$ cat src/hdl/ecd_pkg.sv
// Purpose: Shared constants for the engine control command decoder.
// Assumes: Commands arrive as 32-bit dwords, header first.
// Notes: Field positions refer to the header dword unless named otherwise.
package ecd_pkg;
   localparam int ECD_MAX_DW = 4;
   localparam int ECD_LEN_W = 9;
   localparam logic [2:0] ECD_TYPE_CONTROL = 3'h0;
   localparam logic [5:0] ECD_OP_NOOP = 6'h00;
   localparam logic [5:0] ECD_OP_HEAD_REPORT = 6'h07;
   localparam logic [5:0] ECD_OP_MAILBOX_SYNC = 6'h16;
   localparam logic [5:0] ECD_OP_REG_LOAD = 6'h22;
   localparam logic [5:0] ECD_OP_STORE_REG = 6'h24;
   localparam logic [5:0] ECD_OP_STORE_IMM = 6'h20;
   localparam logic [5:0] ECD_OP_FLUSH = 6'h26;
   localparam logic [5:0] ECD_OP_BATCH_START = 6'h31;
   localparam int ECD_TYPE_HI = 31;
   localparam int ECD_TYPE_LO = 29;
   localparam int ECD_OP_HI = 28;
   localparam int ECD_OP_LO = 23;
   localparam int ECD_FL_STATUS_IDX = 21;
   localparam int ECD_FL_TLB_INV = 18;
   localparam int ECD_FL_TAG_SYNC = 17;
   localparam int ECD_FL_POST_HI = 15;
   localparam int ECD_FL_POST_LO = 14;
   localparam int ECD_FL_NOTIFY = 8;
   localparam int ECD_FL_ADDR_GLOBAL = 2;
   localparam int ECD_NOOP_ID_EN = 22;
   localparam int ECD_NOOP_ID_W = 22;
   localparam int ECD_LRI_BWD_HI = 11;
   localparam int ECD_LRI_BWD_LO = 8;
   localparam int ECD_MBOX_UPDATE = 21;
   localparam int ECD_MBOX_COMPARE = 20;
   localparam logic [1:0] ECD_POST_NONE = 2'h0;
   localparam logic [1:0] ECD_POST_IMM = 2'h1;
   localparam logic [1:0] ECD_POST_RSVD = 2'h2;
   localparam logic [1:0] ECD_POST_TIME = 2'h3;
   localparam logic [3:0] ECD_BWD_NONE = 4'hF;
   localparam logic [3:0] ECD_BWD_ALL = 4'h0;
   localparam logic [ECD_NOOP_ID_W-1:0] ECD_NOOP_ID_RST = 22'h000000;

   // Total dwords of a command: length field plus two for biased commands.
   function automatic logic [ECD_LEN_W-1:0] ecdCmdLength(input logic [31:0] hdr);
      logic [5:0] op;
      logic [ECD_LEN_W-1:0] len;
      op = hdr[ECD_OP_HI:ECD_OP_LO];
      len = 9'h001;
      if (hdr[ECD_TYPE_HI:ECD_TYPE_LO] == ECD_TYPE_CONTROL) begin
         if (op == ECD_OP_FLUSH) begin
            len = {3'h0, hdr[5:0]} + 9'h002;
         end else if (op == ECD_OP_REG_LOAD || op == ECD_OP_MAILBOX_SYNC || op == ECD_OP_STORE_REG ||
                      op == ECD_OP_STORE_IMM || op == ECD_OP_BATCH_START) begin
            len = {1'b0, hdr[7:0]} + 9'h002;
         end
      end
      return len;
   endfunction
endpackage

$ cat src/hdl/ecd_pkt_if.sv
// Purpose: Carries one gathered command packet from the gatherer to the executor.
// Assumes: One packet in flight; taken is a one-cycle pulse.
// Notes: Dwords beyond the buffer depth are not carried.
interface ecd_pkt_if #(parameter int MAX_DW = 4);
   logic valid;
   logic taken;
   logic [31:0] dw [MAX_DW];
   modport src (output valid, output dw, input taken);
   modport dst (input valid, input dw, output taken);
endinterface

$ cat src/hdl/ecd_dword_gatherer.sv
// Purpose: Collects the dwords of one command into a packet buffer.
// Assumes: The stream presents dwords with valid and ready.
// Notes: Extra dwords of long commands are consumed and dropped.
module ecd_dword_gatherer
   import ecd_pkg::*;
#(
   parameter int MAX_DW = ECD_MAX_DW
) (
   input wire logic clk,
   input wire logic rst_n,
   input wire logic inValid,
   input wire logic [31:0] inData,
   output logic inReady_q,
   ecd_pkt_if.src pkt
);
   logic [ECD_LEN_W-1:0] idx_q;
   logic [ECD_LEN_W-1:0] need_q;
   logic [ECD_LEN_W-1:0] needNow;
   logic accept;
   logic last;
   logic [31:0] buf_q [MAX_DW];

   // The header dword sets how many dwords belong to the packet.
   assign accept = inValid && inReady_q;
   assign needNow = (idx_q == 9'h000) ? ecdCmdLength(inData) : need_q;
   assign last = (idx_q + 9'h001) == needNow;

   // Counts dwords and hands the packet over when the last one lands.
   always_ff @(posedge clk) begin
      if (!rst_n) begin
         idx_q <= 9'h000;
         need_q <= 9'h001;
         inReady_q <= 1'b0;
         pkt.valid <= 1'b0;
      end else begin
         if (pkt.taken) begin
            pkt.valid <= 1'b0;
            inReady_q <= 1'b1;
         end else if (accept && last) begin
            pkt.valid <= 1'b1;
            inReady_q <= 1'b0;
            idx_q <= 9'h000;
         end else begin
            inReady_q <= !pkt.valid;
            if (accept) begin
               idx_q <= idx_q + 9'h001;
            end
         end
         if (accept && idx_q == 9'h000) begin
            need_q <= needNow;
         end
      end
   end

   // Stores dwords that fit in the buffer.
   always_ff @(posedge clk) begin
      for (int i = 0; i < MAX_DW; i++) begin
         if (!rst_n) begin
            buf_q[i] <= 32'h00000000;
         end else if (accept && idx_q == i[ECD_LEN_W-1:0]) begin
            buf_q[i] <= inData;
         end
      end
   end

   assign pkt.dw = buf_q;
endmodule

$ cat src/hdl/ecd_cmd_decoder.sv
// Purpose: Decodes and executes flush, register load, no-op, head report and mailbox commands.
// Assumes: Memory writes are held until memWrAck; register writes are single-cycle pulses.
// Notes: Unknown commands are consumed and flagged with badCmd.
// Functional notes
// - Status-index flush addresses the status page
// - Non-secure batch with per-process uses private page
// - Invalidate bit honoured only for post-sync 1h/3h
// - Clear invalidation mode invalidates every flush
// - Tagged sync clears tagged lines after flush
// - Post-sync 3 writes elapsed time, upper zero
// - Destination bit picks per-process or global translation
// - Notify raises maskable completion interrupt after write
// - Immediate data used only for immediate write
// - Byte disables 1111 suppress, 0000 write whole
// - Register load writes data to dword offset
// - Head report writes ring head pointer
// - Opcode 16h decodes as mailbox semaphore
// - Opcode 26h control type decodes as flush
// - Flush stalls until drawing engines are idle
module ecd_cmd_decoder
   import ecd_pkg::*;
(
   input wire logic clk,
   input wire logic rst_n,
   input wire logic cmdValid,
   input wire logic [31:0] cmdData,
   output logic cmdReady,
   input wire logic inBatch,
   input wire logic batchNonSecure,
   input wire logic perProcessEnable,
   input wire logic flushTlbModeSel,
   input wire logic syncIrqMask,
   input wire logic enginesIdle,
   input wire logic [31:0] elapsedTime,
   input wire logic [31:0] ringHead,
   input wire logic [31:0] headReportAddr,
   output logic memWrValid_q,
   input wire logic memWrAck,
   output logic [31:0] memWrAddr_q,
   output logic [63:0] memWrData_q,
   output logic memWrQword_q,
   output logic memWrGlobal_q,
   output logic memWrStatusIdx_q,
   output logic memWrPerProcPage_q,
   output logic regWrValid_q,
   output logic [31:0] regWrAddr_q,
   output logic [31:0] regWrData_q,
   output logic [3:0] regWrByteEn_q,
   output logic [ECD_NOOP_ID_W-1:0] noopId_q,
   output logic mboxValid_q,
   output logic mboxSignal_q,
   output logic mboxWait_q,
   output logic tlbInvalidate_q,
   output logic taggedClear_q,
   output logic syncIrq_q,
   output logic badCmd_q
);
   typedef enum logic [3:0] {
      S_IDLE = 4'b0001,
      S_DRAIN = 4'b0010,
      S_MEMWR = 4'b0100,
      S_POST = 4'b1000
   } ecd_state_t;

   ecd_pkt_if #(.MAX_DW(ECD_MAX_DW)) pkt ();

   ecd_state_t state_q;
   logic [31:0] flHdr_q;
   logic [31:0] flDw1_q;
   logic [31:0] flLo_q;
   logic [31:0] flHi_q;
   logic flushActive_q;
   logic [31:0] hdr;
   logic [5:0] opcode;
   logic isControl;
   logic isFlush;
   logic isRegLoad;
   logic isNoop;
   logic isHead;
   logic isMbox;
   logic take;
   logic [1:0] flPost;
   logic flWrites;
   logic [3:0] bwd;

   ecd_dword_gatherer #(.MAX_DW(ECD_MAX_DW)) gatherer (
      .clk(clk),
      .rst_n(rst_n),
      .inValid(cmdValid),
      .inData(cmdData),
      .inReady_q(cmdReady),
      .pkt(pkt.src)
   );

   // Header decode; only type and opcode steer, reserved bits are never looked at.
   assign hdr = pkt.dw[0];
   assign opcode = hdr[ECD_OP_HI:ECD_OP_LO];
   assign isControl = hdr[ECD_TYPE_HI:ECD_TYPE_LO] == ECD_TYPE_CONTROL;
   assign isFlush = isControl && opcode == ECD_OP_FLUSH;
   assign isRegLoad = isControl && opcode == ECD_OP_REG_LOAD;
   assign isNoop = isControl && opcode == ECD_OP_NOOP;
   assign isHead = isControl && opcode == ECD_OP_HEAD_REPORT;
   assign isMbox = isControl && opcode == ECD_OP_MAILBOX_SYNC;
   assign take = state_q == S_IDLE && pkt.valid;
   assign pkt.taken = take;
   assign bwd = hdr[ECD_LRI_BWD_HI:ECD_LRI_BWD_LO];

   // Only encodings 1h and 3h produce a write; 0h and the reserved 2h do not.
   assign flPost = flHdr_q[ECD_FL_POST_HI:ECD_FL_POST_LO];
   assign flWrites = flPost == ECD_POST_IMM || flPost == ECD_POST_TIME;

   // Sequencer: a flush waits for the engines, then writes, then posts its side effects.
   always_ff @(posedge clk) begin
      if (!rst_n) begin
         state_q <= S_IDLE;
         flushActive_q <= 1'b0;
      end else begin
         unique case (state_q)
            S_IDLE: begin
               if (take && isFlush) begin
                  state_q <= S_DRAIN;
                  flushActive_q <= 1'b1;
               end else if (take && isHead) begin
                  state_q <= S_MEMWR;
                  flushActive_q <= 1'b0;
               end
            end
            S_DRAIN: begin
               if (enginesIdle) begin
                  state_q <= flWrites ? S_MEMWR : S_POST;
               end
            end
            S_MEMWR: begin
               if (memWrAck) begin
                  state_q <= flushActive_q ? S_POST : S_IDLE;
               end
            end
            S_POST: begin
               state_q <= S_IDLE;
               flushActive_q <= 1'b0;
            end
         endcase
      end
   end

   // Captures the flush operands when the packet is taken.
   always_ff @(posedge clk) begin
      if (!rst_n) begin
         flHdr_q <= 32'h00000000;
         flDw1_q <= 32'h00000000;
         flLo_q <= 32'h00000000;
         flHi_q <= 32'h00000000;
      end else if (take && isFlush) begin
         flHdr_q <= hdr;
         flDw1_q <= pkt.dw[1];
         flLo_q <= pkt.dw[2];
         flHi_q <= pkt.dw[3];
      end
   end

   // Memory write port: flush post-sync write and head report.
   always_ff @(posedge clk) begin
      if (!rst_n) begin
         memWrValid_q <= 1'b0;
         memWrAddr_q <= 32'h00000000;
         memWrData_q <= 64'h0000000000000000;
         memWrQword_q <= 1'b0;
         memWrGlobal_q <= 1'b0;
         memWrStatusIdx_q <= 1'b0;
         memWrPerProcPage_q <= 1'b0;
      end else if (state_q == S_DRAIN && enginesIdle && flWrites) begin
         memWrValid_q <= 1'b1;
         memWrAddr_q <= {flDw1_q[31:3], 3'h0};
         memWrQword_q <= 1'b1;
         memWrGlobal_q <= flDw1_q[ECD_FL_ADDR_GLOBAL];
         memWrStatusIdx_q <= flHdr_q[ECD_FL_STATUS_IDX];
         memWrPerProcPage_q <= flHdr_q[ECD_FL_STATUS_IDX] && inBatch && batchNonSecure && perProcessEnable;
         if (flPost == ECD_POST_TIME) begin
            memWrData_q <= {32'h00000000, elapsedTime};
         end else begin
            memWrData_q <= {flHi_q, flLo_q};
         end
      end else if (take && isHead) begin
         memWrValid_q <= 1'b1;
         memWrAddr_q <= headReportAddr;
         memWrData_q <= {32'h00000000, ringHead};
         memWrQword_q <= 1'b0;
         memWrGlobal_q <= 1'b1;
         memWrStatusIdx_q <= 1'b0;
         memWrPerProcPage_q <= 1'b0;
      end else if (memWrAck) begin
         memWrValid_q <= 1'b0;
      end
   end

   // Flush completion effects, one cycle each, after any write has been acknowledged.
   always_ff @(posedge clk) begin
      if (!rst_n) begin
         tlbInvalidate_q <= 1'b0;
         taggedClear_q <= 1'b0;
         syncIrq_q <= 1'b0;
      end else begin
         tlbInvalidate_q <= state_q == S_POST &&
                            (!flushTlbModeSel || (flHdr_q[ECD_FL_TLB_INV] && flWrites));
         taggedClear_q <= state_q == S_POST && flHdr_q[ECD_FL_TAG_SYNC];
         syncIrq_q <= state_q == S_POST && flHdr_q[ECD_FL_NOTIFY] && !syncIrqMask;
      end
   end

   // Immediate register load: byte disables gate the write.
   always_ff @(posedge clk) begin
      if (!rst_n) begin
         regWrValid_q <= 1'b0;
         regWrAddr_q <= 32'h00000000;
         regWrData_q <= 32'h00000000;
         regWrByteEn_q <= 4'h0;
      end else begin
         regWrValid_q <= take && isRegLoad && bwd != ECD_BWD_NONE;
         if (take && isRegLoad) begin
            regWrAddr_q <= {pkt.dw[1][31:2], 2'h0};
            regWrData_q <= pkt.dw[2];
            regWrByteEn_q <= ~bwd;
         end
      end
   end

   // No-op identification register, mailbox decode and unknown-command flag.
   always_ff @(posedge clk) begin
      if (!rst_n) begin
         noopId_q <= ECD_NOOP_ID_RST;
         mboxValid_q <= 1'b0;
         mboxSignal_q <= 1'b0;
         mboxWait_q <= 1'b0;
         badCmd_q <= 1'b0;
      end else begin
         if (take && isNoop && hdr[ECD_NOOP_ID_EN]) begin
            noopId_q <= hdr[ECD_NOOP_ID_W-1:0];
         end
         mboxValid_q <= take && isMbox;
         mboxSignal_q <= take && isMbox && hdr[ECD_MBOX_UPDATE] && !hdr[ECD_MBOX_COMPARE];
         mboxWait_q <= take && isMbox && hdr[ECD_MBOX_COMPARE];
         badCmd_q <= take && !(isFlush || isRegLoad || isNoop || isHead || isMbox);
      end
   end

   property p_flushWaitsIdle;
      @(posedge clk) disable iff (!rst_n)
      $rose(memWrValid_q) && flushActive_q |-> $past(enginesIdle);
   endproperty
   a_flushWaitsIdle: assert property (p_flushWaitsIdle) else $error("flush write before engines idle");

   property p_timeWrite;
      @(posedge clk) disable iff (!rst_n)
      state_q == S_DRAIN && enginesIdle && flPost == ECD_POST_TIME |=>
         memWrValid_q && memWrData_q == {32'h00000000, $past(elapsedTime)};
   endproperty
   a_timeWrite: assert property (p_timeWrite) else $error("elapsed time write wrong");

   property p_noWrite;
      @(posedge clk) disable iff (!rst_n)
      state_q == S_DRAIN && enginesIdle && !flWrites |=> !memWrValid_q ##1 state_q == S_IDLE;
   endproperty
   a_noWrite: assert property (p_noWrite) else $error("write issued for no-write flush");

   property p_immWrite;
      @(posedge clk) disable iff (!rst_n)
      state_q == S_DRAIN && enginesIdle && flPost == ECD_POST_IMM |=>
         memWrData_q == {flHi_q, flLo_q} && memWrAddr_q[2:0] == 3'h0 && memWrGlobal_q == flDw1_q[ECD_FL_ADDR_GLOBAL];
   endproperty
   a_immWrite: assert property (p_immWrite) else $error("immediate write wrong");

   property p_bwdSuppress;
      @(posedge clk) disable iff (!rst_n)
      take && isRegLoad && bwd == ECD_BWD_NONE |=> !regWrValid_q;
   endproperty
   a_bwdSuppress: assert property (p_bwdSuppress) else $error("register write not suppressed");

   property p_lriWrite;
      @(posedge clk) disable iff (!rst_n)
      take && isRegLoad && bwd == ECD_BWD_ALL |=>
         regWrValid_q && regWrByteEn_q == 4'hF && regWrAddr_q == {$past(pkt.dw[1][31:2]), 2'h0};
   endproperty
   a_lriWrite: assert property (p_lriWrite) else $error("register load write wrong");

   property p_noopId;
      @(posedge clk) disable iff (!rst_n)
      take && isNoop |=> noopId_q == ($past(hdr[ECD_NOOP_ID_EN]) ? $past(hdr[ECD_NOOP_ID_W-1:0]) : $past(noopId_q));
   endproperty
   a_noopId: assert property (p_noopId) else $error("identification register wrong");

   property p_tlbMode;
      @(posedge clk) disable iff (!rst_n)
      state_q == S_POST && !flushTlbModeSel |=> tlbInvalidate_q;
   endproperty
   a_tlbMode: assert property (p_tlbMode) else $error("missing invalidate in mode clear");

   property p_notify;
      @(posedge clk) disable iff (!rst_n)
      syncIrq_q |-> $past(state_q == S_POST) && !$past(syncIrqMask) && flHdr_q[ECD_FL_NOTIFY];
   endproperty
   a_notify: assert property (p_notify) else $error("spurious completion interrupt");

   property p_mbox;
      @(posedge clk) disable iff (!rst_n)
      take && isMbox |=> mboxValid_q && (mboxWait_q == $past(hdr[ECD_MBOX_COMPARE]));
   endproperty
   a_mbox: assert property (p_mbox) else $error("mailbox decode wrong");

   c_timeFlush: cover property (@(posedge clk) disable iff (!rst_n)
      state_q == S_DRAIN && flPost == ECD_POST_TIME ##[1:20] memWrAck);
   c_regLoad: cover property (@(posedge clk) disable iff (!rst_n) regWrValid_q);
   c_mbox: cover property (@(posedge clk) disable iff (!rst_n) mboxSignal_q);
   c_head: cover property (@(posedge clk) disable iff (!rst_n) take && isHead ##[1:20] memWrAck);
endmodule

$ cat config.mk
export PLATFORM = sky130hd
export DESIGN_NAME = ecd_cmd_decoder
export DESIGN_NICKNAME = d
export VERILOG_FILES = /design/src/hdl/ecd_pkg.sv /design/src/hdl/ecd_pkt_if.sv /design/src/hdl/ecd_dword_gatherer.sv /design/src/hdl/ecd_cmd_decoder.sv
export SDC_FILE = /design/constraint.sdc
export NUM_CORES = 1
export LEC_CHECK = 0
export ABC_AREA = 1
export BUFFER_PORTS_ARGS = -buffer_cell sky130_fd_sc_hd__buf_2
export CAP_MARGIN = 20
export CORE_AREA = 2 2 209 211
export DETAILED_ROUTE_END_ITERATION = 10
export DIE_AREA = 0 0 211 213
export SYNTH_ARGS = -nofsm -noshare
export SYNTH_HDL_FRONTEND = slang
export SYNTH_SLANG_ARGS = --single-unit
$ cat constraint.sdc
create_clock -name clk -period 2.46 [get_ports clk]
set_input_delay 0.246 -clock clk [delete_from_list [all_inputs] [get_ports clk]]
set_output_delay 0.246 -clock clk [all_outputs]
set_load 0.03 [all_outputs]
==> flow_summary.toml, run 1 <==
[sta]
worst_slew_pin_slew_ns = 0.729
maxSlewHeadroom_pct = 51.4
finalCritPeriodShare_pct = 91.1
setup_ws_ns = 0.219
rsz0062_at_grt = "no"
setup_tns_ns = 0
min_period_ns = 2.24
setup_violations = 0
hold_violations = 0
fin_skew_ns = 0.0261
final_max_slew_viol_count = 0
max_freq_mhz = 446

[synthesis]
avgSynthCellArea_um2 = 7.77
synth_warnings = 0
synthFlopType = "dfxtp_1"
ys_seq_elements = 448
syn-cell-area_mm2 = 0.0170
synth_compound_area_share_pct = 20.1
synth_edf_count = 0
synth_cells = 2183
ys_types = 46
synth_xor_area_share_pct = 0.207
synth_mux_area_share_pct = 0.863
ys_seq_area_share_pct = 52.9
synthArstFlopShare_pct = 0
yosys.area_share.simple_pct = 19.1
synth_top_family_by_area = "compound AO/OA/AOI/OAI gates"
synthAdderAreaFrac_pct = 0.369

[worst_setup_path]
worst-path-max-fanout = 10
slowest_stage = "dfxtp_1"
path_cells = "inv_1 > ha_2 > nand3_2 > nor2_8 > inv_2 > nor2_2 > nand2_1 > nand2_1 > nand2_1 > nand2_1 > nand3_1 > nor2_2 > nand3_4 > nand3_1 > a21oi_1"
crit_arrival_ns = 2.67
crit_required_ns = 2.89
cp-end-kind = "flop"
slowest_delay_ns = 0.34
critPathKind = "reg2reg"
start_kind = "flop"
crit_top_cell = "nand2_1"

[detailed_routing]
drt-wirelength-per-cell_um = 18.6
vias = 16100
first_pass_iters = 5
final_antenna_net_count = 0
drt_wl_total_um = 57600
drt-initial-drc-count = 1451
drt-vias-per-instance = 5.19
drc = 0

[global_routing]
grt_max_degree = 118
antenna_found_initial = 0
overflow = 0
grt_first_pass_wirelength_um = 86200
grtUsageTotal_pct = 24.8
grt_pass1_vias = 14900

[worst_hold_path]
holdCritPathClass = "in2reg"

[power]
vdd_drop_max_mv = 0.523
total_power_uw = 15700
power-per-cell-area_mw_per_mm2 = 735
p_leak_uw = 0.00903

[run]
max-cap-violations = 0

[clock_network]
cts_tree = "built"
clock_latency_ns = 0.58
h-tree-depth = 2
cts_root_buf = "clkbuf_16"
clk_path_buf_depth = 3
clk_pin_slew_worst_paths_ns = 0.06
clock-sinks = 448
cts_buffers = 47
post-cts-setup-buffer-count = 0

[die]
die_y_um = 213
die_w_um = 211
core_area_mm2 = 0.0427
boundaryPins = 338
start_util_pct = 39.7
dieArea_mm2 = 0.0449
rows = 76

[final_layout]
area_growth_pct = 26.3
fin_nets = 2671
fin_util_pct = 50.2
drive_gt1_share_pct = 19.9
diodes = 0

[status]
status = "finished clean"

[placement]
io_buffers = 335
dp_hpwl_um = 38900
dp_slack_ns = 0.191
place_congestion = 0.871
## Yosys cell counts, drive strengths merged, types with 2 or more instances
| cell | n | area, um2 |
|---|---|---|
| a21oi | 277 | 1390 |
| nor4 | 4 | 25.0 |
| nand3b | 3 | 22.5 |
| or2 | 3 | 18.8 |
| xor2 | 4 | 35.0 |
| mux2 | 13 | 146 |
| dfxtp | 448 | 8970 |
| nand3 | 69 | 363 |
| nand2 | 297 | 1130 |
| a221oi | 10 | 87.6 |
| nor2 | 365 | 1450 |
| clkbuf | 104 | 390 |
| ha | 5 | 62.6 |
| buf | 48 | 238 |
| nor3b | 2 | 20.0 |
| nor3 | 17 | 116 |
| inv | 126 | 473 |
| nand4 | 10 | 68.8 |
| a22oi | 3 | 22.5 |
| and3 | 2 | 12.5 |
| a31oi | 31 | 194 |
| o21ai | 333 | 1670 |
| clkinv | 2 | 7.51 |
## sequential cells by signal, indices dropped and copies added (netlist names), 4 cells and up
signal and count:
flDw1_q 30, flHdr_q 6, flHi_q 32, flLo_q 32, gatherer.idx_q 9, gatherer.need_q 9, gatherer.pkt.dw 126, memWrAddr_q 32
memWrData_q 64, noopId_q 22, regWrAddr_q 30, regWrByteEn_q 4, regWrData_q 32, state_q 4
## metrics by stage
stage               cells  hold slack, ns  area [um2]
finish               3106          0.0430       21400
global route         3106          0.0524       21400
CTS                  3105          0.0151       21400
detailed placement   2954           0.424       19100
global placement     2954           0.417       19100
floorplan            2184           0.323       17000
## placed cells by master (no fill, tap or decap), types with 2 or more instances in the layout
cell | synthesis | routed
a21oi_1 | 277 | 277
nand2_4 | 2 | 3
clkbuf_1 | 104 | 8
clkbuf_8 | 0 | 16
nor3_2 | 4 | 4
nand3b_1 | 3 | 3
a31oi_1 | 31 | 31
nor2_2 | 8 | 7
nor3_1 | 12 | 12
nor2_4 | 4 | 7
nor2_1 | 351 | 350
clkbuf_16 | 0 | 48
nand2_1 | 293 | 291
nor4_1 | 4 | 4
nor2_8 | 2 | 2
conb_1 | 1 | 2
nand2_2 | 2 | 3
buf_2 | 34 | 334
buf_12 | 0 | 8
mux2_2 | 13 | 13
or2_2 | 3 | 3
ha_1 | 5 | 4
buf_4 | 2 | 32
o21ai_1 | 2 | 2
inv_2 | 9 | 10
xor2_1 | 4 | 4
o21ai_0 | 331 | 331
dlygate4sd3_1 | 0 | 70
a22oi_1 | 3 | 3
nand4_1 | 9 | 9
a221oi_1 | 10 | 10
bufinv_16 | 0 | 2
clkinv_2 | 0 | 6
inv_1 | 117 | 115
dfxtp_1 | 448 | 448
nand3_1 | 67 | 67
## area by class of cell
type / count / area, um2
timing repair buffer: 446 / 2800
inverter: 128 / 484
tap: 546 / 683
clock inverter: 10 / 118
clock buffer: 71 / 1440
fill: 4150 / 21300
multi-input combinational: 1457 / 6930
sequential: 448 / 8970
## logic make-up after synthesis
kind of cell / count (synthesis)
AND/OR/NAND/NOR: 772
AO/OA/AOI/OAI: 660
flip-flops: 448
buffers and inverters: 280
multiplexers: 13
adder cells (fa/ha/maj): 5
XOR/XNOR: 4
other: 1
## power breakdown
part | internal (uW) | leakage, uW | switching [uW]
combinational | 389 | 0.00465 | 718
clock | 4220 | 0.000768 | 2920
sequential | 7390 | 0.00362 | 101
## per-layer routing
| layer | global-route usage (%) | part of all wire [%] | vias to the layer above |
|---|---|---|---|
| met1 | 34.9 | 47 | 7557 |
| met2 | 38.3 | 44 | 555 |
| met3 | 4.21 | 6.4 | 86 |
| met4 | 8.69 | 2.8 | 0 |
| met5 | 0 | 0 | - |
| li1 | - | - | 7912 |
## repair_timing
action / 4_1_cts / 5_1_grt
resized for setup: 0 / 2
setup endpoints to repair: 0 / 15
endpoints found under the hold margin: 68 / 0
hold buffers: 70 / 0
## path summary, 6_finish.rpt
check / start / end / slack [ns] / depth (start not counted)
setup / recovery: gatherer.idx_q[0] / gatherer.idx_q[7] / 0.22 / 15
hold / removal: cmdData[0] / gatherer.pkt.dw[32] / 0.04 / 3
setup reg to reg: gatherer.idx_q[0] / gatherer.idx_q[7] / 0.22 / 15
hold reg to reg: gatherer.pkt.dw[109] / noopId_q[13] / 0.44 / 2
## critical path, delay by kind of cell (launching register included)
kind,cells,cell delay (ns)
AOI/OAI and AO/OA,1,0.07
adders and majority gates,1,0.29
buffers and inverters,2,0.25
DFF,1,0.34
and+or+nand+nor,11,1.14
Note: power is estimated with default switching activity, not from simulation.
==> inputs of run 2 (changes only) <==
--- a/config.mk
+++ b/config.mk
@@ -5,7 +5,6 @@
 export SDC_FILE = /design/constraint.sdc
 export NUM_CORES = 1
 export LEC_CHECK = 0
-export ABC_AREA = 1
 export BUFFER_PORTS_ARGS = -buffer_cell sky130_fd_sc_hd__buf_2
 export CAP_MARGIN = 20
 export CORE_AREA = 2 2 209 211
==> flow_summary.toml, run 2 <==
[worst_setup_path]
slowest_delay_ns = 0.51
start_kind = "flop"
slowest_stage = "or4b_4"
worst-path-max-fanout = 7
cp.depth = 9
crit_arrival_ns = 2.84
path_cells = "inv_2 > ha_4 > nor4b_4 > nand2_2 > a2111o_1 > nand3_1 > or4b_4 > nor2_4 > o311ai_2"
critical-path-top-delay-family = "simple AND/OR/NAND/NOR gates"
worstReg2RegStart = "gatherer.idx_q[1]"
r2r_end = "gatherer.idx_q[7]"
reg2regPathDepth = 9
crit_required_ns = 2.90
cp.buffers_inverters = 1
cp-end-kind = "flop"
critPathKind = "reg2reg"
rrSetupSlack_ns = 0.06

[clock_network]
cts_buffers = 48
clk_path_buf_depth = 3
cts_root_buf = "clkbuf_16"
clock-sinks = 448
clock_latency_ns = 0.58
clk_pin_slew_worst_paths_ns = 0.06
h-tree-depth = 2
cts_tree = "built"

[power]
total_power_uw = 15800
power-per-cell-area_mw_per_mm2 = 722
p_leak_uw = 0.00831
vdd_drop_max_mv = 0.507

[synthesis]
ys_seq_area_share_pct = 53.2
avgSynthCellArea_um2 = 7.89
synth_most_common_cell = "nand2_1"
synthFlopType = "dfxtp_1"
syn-cell-area_mm2 = 0.0168
synth_edf_count = 0
synthArstFlopShare_pct = 0
ys_types = 56
synth_common_cells = "nand2_1 (751), dfxtp_1 (448), a21oi_1 (399)"
synth_cells = 2136
synth_top_cell_by_area = "dfxtp_1"
synth_warnings = 0
ys_seq_elements = 448
synth_top_area_share_pct = 53.2
synth_area_leaders = "dfxtp_1 (53%), nand2_1 (17%), a21oi_1 (12%)"

[sta]
min_period_ns = 2.40
worst_slew_pin_slew_ns = 0.824
hold_violations = 0
setup_violations = 0
final_max_slew_viol_count = 0
rsz0062_at_grt = "yes"
finalCritPeriodShare_pct = 97.5
fin_skew_ns = 0.0169
max_freq_mhz = 417
maxSlewHeadroom_pct = 45.0
holdWs_ns = 0.0371

[final_layout]
final_cell_mix = "nand2_1 (750), dfxtp_1 (444), a21oi_1 (398)"
final-instance-count-excl-fill = 3099
final_common_cell = "nand2_1"
drive_gt1_share_pct = 20.8
area_growth_pct = 29.6
fin_nets = 2659
stdcell_area_mm2 = 0.0218
largest_reg_flops = 126
fin_util_pct = 51.1

[detailed_routing]
drt-initial-drc-count = 1222
drt_wl_total_um = 58500
drt-wirelength-per-cell_um = 18.9
vias = 16200
drt-vias-per-instance = 5.24
drc = 0
final_antenna_net_count = 0
first_pass_iters = 6

[die]
rows = 76
boundaryPins = 338
die_y_um = 213
start_util_pct = 39.5
dieArea_mm2 = 0.0449
core_area_mm2 = 0.0427
die_w_um = 211

[run]
max-cap-violations = 0

[worst_hold_path]
hp-start = "cmdData[17]"
whs_endpoint = "gatherer.pkt.dw[17]"
holdCritPathClass = "in2reg"
min_path_cells = 3

[global_routing]
grt_max_degree = 116
grt_pass1_vias = 15100
grtUsageTotal_pct = 25.4
overflow = 0
antenna_found_initial = 1
grt_first_pass_wirelength_um = 88000

[placement]
place_area_mm2 = 0.0194
place_congestion = 0.864
dp_hpwl_um = 39000
dp_cells = 2939
io_buffers = 335

[status]
status = "finished clean"
==> run 2: cell type report <==
cell class	count	area (um2)
timing repair buffer	493	3270
antenna	1	2.50
clock inverter	11	113
clock buffer	75	1450
inverter	9	41.3
fill	4101	20900
multi-input combinational	1516	7300
sequential	448	8970
tap	546	683
==> run 2: worst min-delay path, cell delays in order <==
cell     delay (ns)
buf_2          0.18
nand2_1        0.08
a21oi_1        0.06
==> run 2: what timing repair did <==
action | 4_1_cts | 5_1_grt
setup buffers | 2 | 3
endpoints found under the setup margin | 9 | 14
hold buffers | 70 | 0
pin swaps | 1 | 12
gates resized for setup | 2 | 18
endpoints found under the hold margin | 70 | 0
==> run 2: routing by layer <==
layer | GRT usage (%) | routed length [um] | vias to the layer above
met1 | 32.8 | 25600 | 7655
met4 | 9.64 | 1910 | 0
met5 | 0 | 0 | -
met3 | 5.10 | 3740 | 108
li1 | - | - | 7920
met2 | 41.7 | 27300 | 555
==> run 2: how the worst max path moves through the flow <==
stage                            from                end  slack [ns]
floorplan           gatherer.idx_q[0]  gatherer.idx_q[0]        0.02
global placement          cmdData[26]  gatherer.idx_q[4]       -0.05
detailed placement  gatherer.idx_q[1]  gatherer.idx_q[0]       -0.09
CTS                 gatherer.idx_q[1]  gatherer.idx_q[6]       0.004
global route        gatherer.idx_q[1]  gatherer.idx_q[7]       -0.05
finish              gatherer.idx_q[1]  gatherer.idx_q[7]        0.06
==> run 2: kinds of logic (layout without fill, tap and decap cells) <==
| family | count (synthesis) | after routing | share of synthesized area, % |
|---|---|---|---|
| mux | 2 | 2 | 0.134 |
| buf+inv | 173 | 588 | 4.11 |
| fa+ha+maj | 5 | 5 | 0.371 |
| flops | 448 | 448 | 53.2 |
| xor+xnor | 22 | 22 | 1.14 |
| compound gates | 543 | 543 | 18.3 |
| simple gates | 942 | 942 | 22.6 |
| other cells | 1 | 3 | 0.0223 |
==> run 2: through the flow <==
step,setup TNS (ns),setup slack [ns]
after CTS,0,0.00382
after detailed placement,-0.580,-0.0858
final,0,0.0609
after global routing,-0.280,-0.0540
after floorplan,0,0.0157
after global placement,-0.374,-0.0536
==> run 2: where the power goes <==
part / total, uW / switching, uW / internal (uW)
clock: 7190 / 2930 / 4250
sequential: 7430 / 84.3 / 7340
combinational: 1140 / 693 / 450
total: 15800 / 3710 / 12000
==> inputs of run 3 (changes only) <==
--- a/config.mk
+++ b/config.mk
@@ -7,9 +7,9 @@
 export LEC_CHECK = 0
 export BUFFER_PORTS_ARGS = -buffer_cell sky130_fd_sc_hd__buf_2
 export CAP_MARGIN = 20
-export CORE_AREA = 2 2 209 211
+export CORE_AREA = 2 2 226 228
 export DETAILED_ROUTE_END_ITERATION = 10
-export DIE_AREA = 0 0 211 213
+export DIE_AREA = 0 0 228 230
 export SYNTH_ARGS = -nofsm -noshare
 export SYNTH_HDL_FRONTEND = slang
 export SYNTH_SLANG_ARGS = --single-unit
==> constraint.sdc (replaced) <==
create_clock -name clk -period 3 [get_ports clk]
set_input_delay 0.3 -clock clk [delete_from_list [all_inputs] [get_ports clk]]
set_output_delay 0.3 -clock clk [all_outputs]
set_load 0.03 [all_outputs]
==> flow_summary.toml, run 3 (synthesis gave the netlist of run 2 again) <==
[placement]
dp_hpwl_um = 40300
place_area_mm2 = 0.0192
io_buffers = 335
place_congestion = 0.884

[sta]
setup_tns_ns = 0
fin_skew_ns = 0.0266
hold_violations = 0
worst_slew_pin_slew_ns = 0.808
maxSlewHeadroom_pct = 46.1
rsz0062_at_grt = "no"
setup_violations = 0
final_max_slew_viol_count = 0
max_freq_mhz = 365
finalCritPeriodShare_pct = 91.4
min_period_ns = 2.74

[detailed_routing]
drc = 0
drt_wl_total_um = 59800
drt-initial-drc-count = 1150
vias = 16000
first_pass_iters = 7
final_antenna_net_count = 0
drt-vias-per-instance = 5.04
drt-wirelength-per-cell_um = 18.8

[die]
die_y_um = 230
start_util_pct = 33.8
core_area_mm2 = 0.0499
rows = 82
dieArea_mm2 = 0.0524
die_w_um = 228
boundaryPins = 338

[run]
max-cap-violations = 0

[worst_hold_path]
holdCritPathClass = "in2reg"

[final_layout]
largest_reg_flops = 126
stdcell_area_mm2 = 0.0215
fillers = 5098
area_growth_pct = 27.6
drive_gt1_share_pct = 19.0
final_common_cell = "nand2_1"
fin_nets = 2613
final_cell_mix = "nand2_1 (751), dfxtp_1 (448), a21oi_1 (399)"
fin_util_pct = 43.1

[worst_setup_path]
rrSetupSlack_ns = 0.26
slowest_stage = "or4b_4"
start_kind = "flop"
critPathKind = "reg2reg"
worst-path-max-fanout = 7
cp-end-kind = "flop"
cp.buffers_inverters = 1
slowest_delay_ns = 0.51
crit_required_ns = 3.43
path_cells = "inv_1 > ha_1 > nor4b_4 > nand2_2 > a2111o_1 > nand3_1 > or4b_4 > o21ai_0 > o311ai_0"
crit_arrival_ns = 3.17
critical-path-top-delay-family = "simple AND/OR/NAND/NOR gates"

[global_routing]
overflow = 0
grt_first_pass_wirelength_um = 90300
grt_max_degree = 118
grtUsageTotal_pct = 22.1
grt_pass1_vias = 15100
antenna_found_initial = 4

[clock_network]
cts_buffers = 48
cts_root_buf = "clkbuf_16"
clk_pin_slew_worst_paths_ns = 0.06
h-tree-depth = 2
clk_path_buf_depth = 3
clock_latency_ns = 0.59
cts_tree = "built"
clock-sinks = 448

[status]
status = "finished clean"

[power]
p_leak_uw = 0.00801
power-per-cell-area_mw_per_mm2 = 595
vdd_drop_max_mv = 0.394
total_power_uw = 12800
## run 3: worst register-to-register path, stage by stage, from the launching register on
cell,delay [ns]
dfxtp_1,0.36
inv_1,0.17
ha_1,0.25
nor4b_4,0.26
nand2_2,0.17
a2111o_1,0.43
nand3_1,0.09
or4b_4,0.51
o21ai_0,0.20
o311ai_0,0.15
## run 3: cell type report
cell class	count	area [um2]	share of cell area (%)
sequential	448	8970	41.7
multi-input combinational	1516	7240	33.7
timing repair buffer	447	2820	13.1
clock buffer	66	1390	6.46
tap	672	841	3.91
clock inverter	18	188	0.873
inverter	9	41.3	0.192
antenna	2	5.00	0.0233
## run 3: worst paths after layout
check / depth (start not counted) / startpoint / to
worst max register to register: 9 / gatherer.idx_q[0] / gatherer.idx_q[1]
worst min-delay path: 3 / cmdData[24] / gatherer.pkt.dw[120]
worst max-delay path: 9 / gatherer.idx_q[0] / gatherer.idx_q[1]
worst min register to register: 2 / gatherer.pkt.dw[108] / noopId_q[12]
## run 3: power breakdown
group / total (uW) / internal, uW / switching [uW]
logic: 810 / 292 / 518
clock network: 5880 / 3420 / 2460
registers: 6090 / 6020 / 70.6
total: 12800 / 9730 / 3050
## run 3: per-stage QoR
step,worst slack (ns),hold WS (ns),std cells
floorplan,0.556,0.376,2137
global placement,0.265,0.438,3021
detailed placement,0.233,0.444,3021
CTS,0.211,0.00454,3175
global route,0.0469,0.0242,3178
finish,0.257,0.0373,3178
## run 3: layer usage
layer	vias to the layer above	GRT usage, %	part of all wire (%)
li1	7813	-	-
met1	7601	29.4	45
met2	499	35.8	46
met3	88	5.01	6.6
met4	4	6.43	2.6
met5	-	0	0.038
## run 3: repair_timing
item                       in CTS  in global routing
hold buffers                   70                  0
gates resized for setup         0                  2
setup buffers                   0                  1
setup endpoints to repair       0                  2
hold endpoints to repair       70                  0
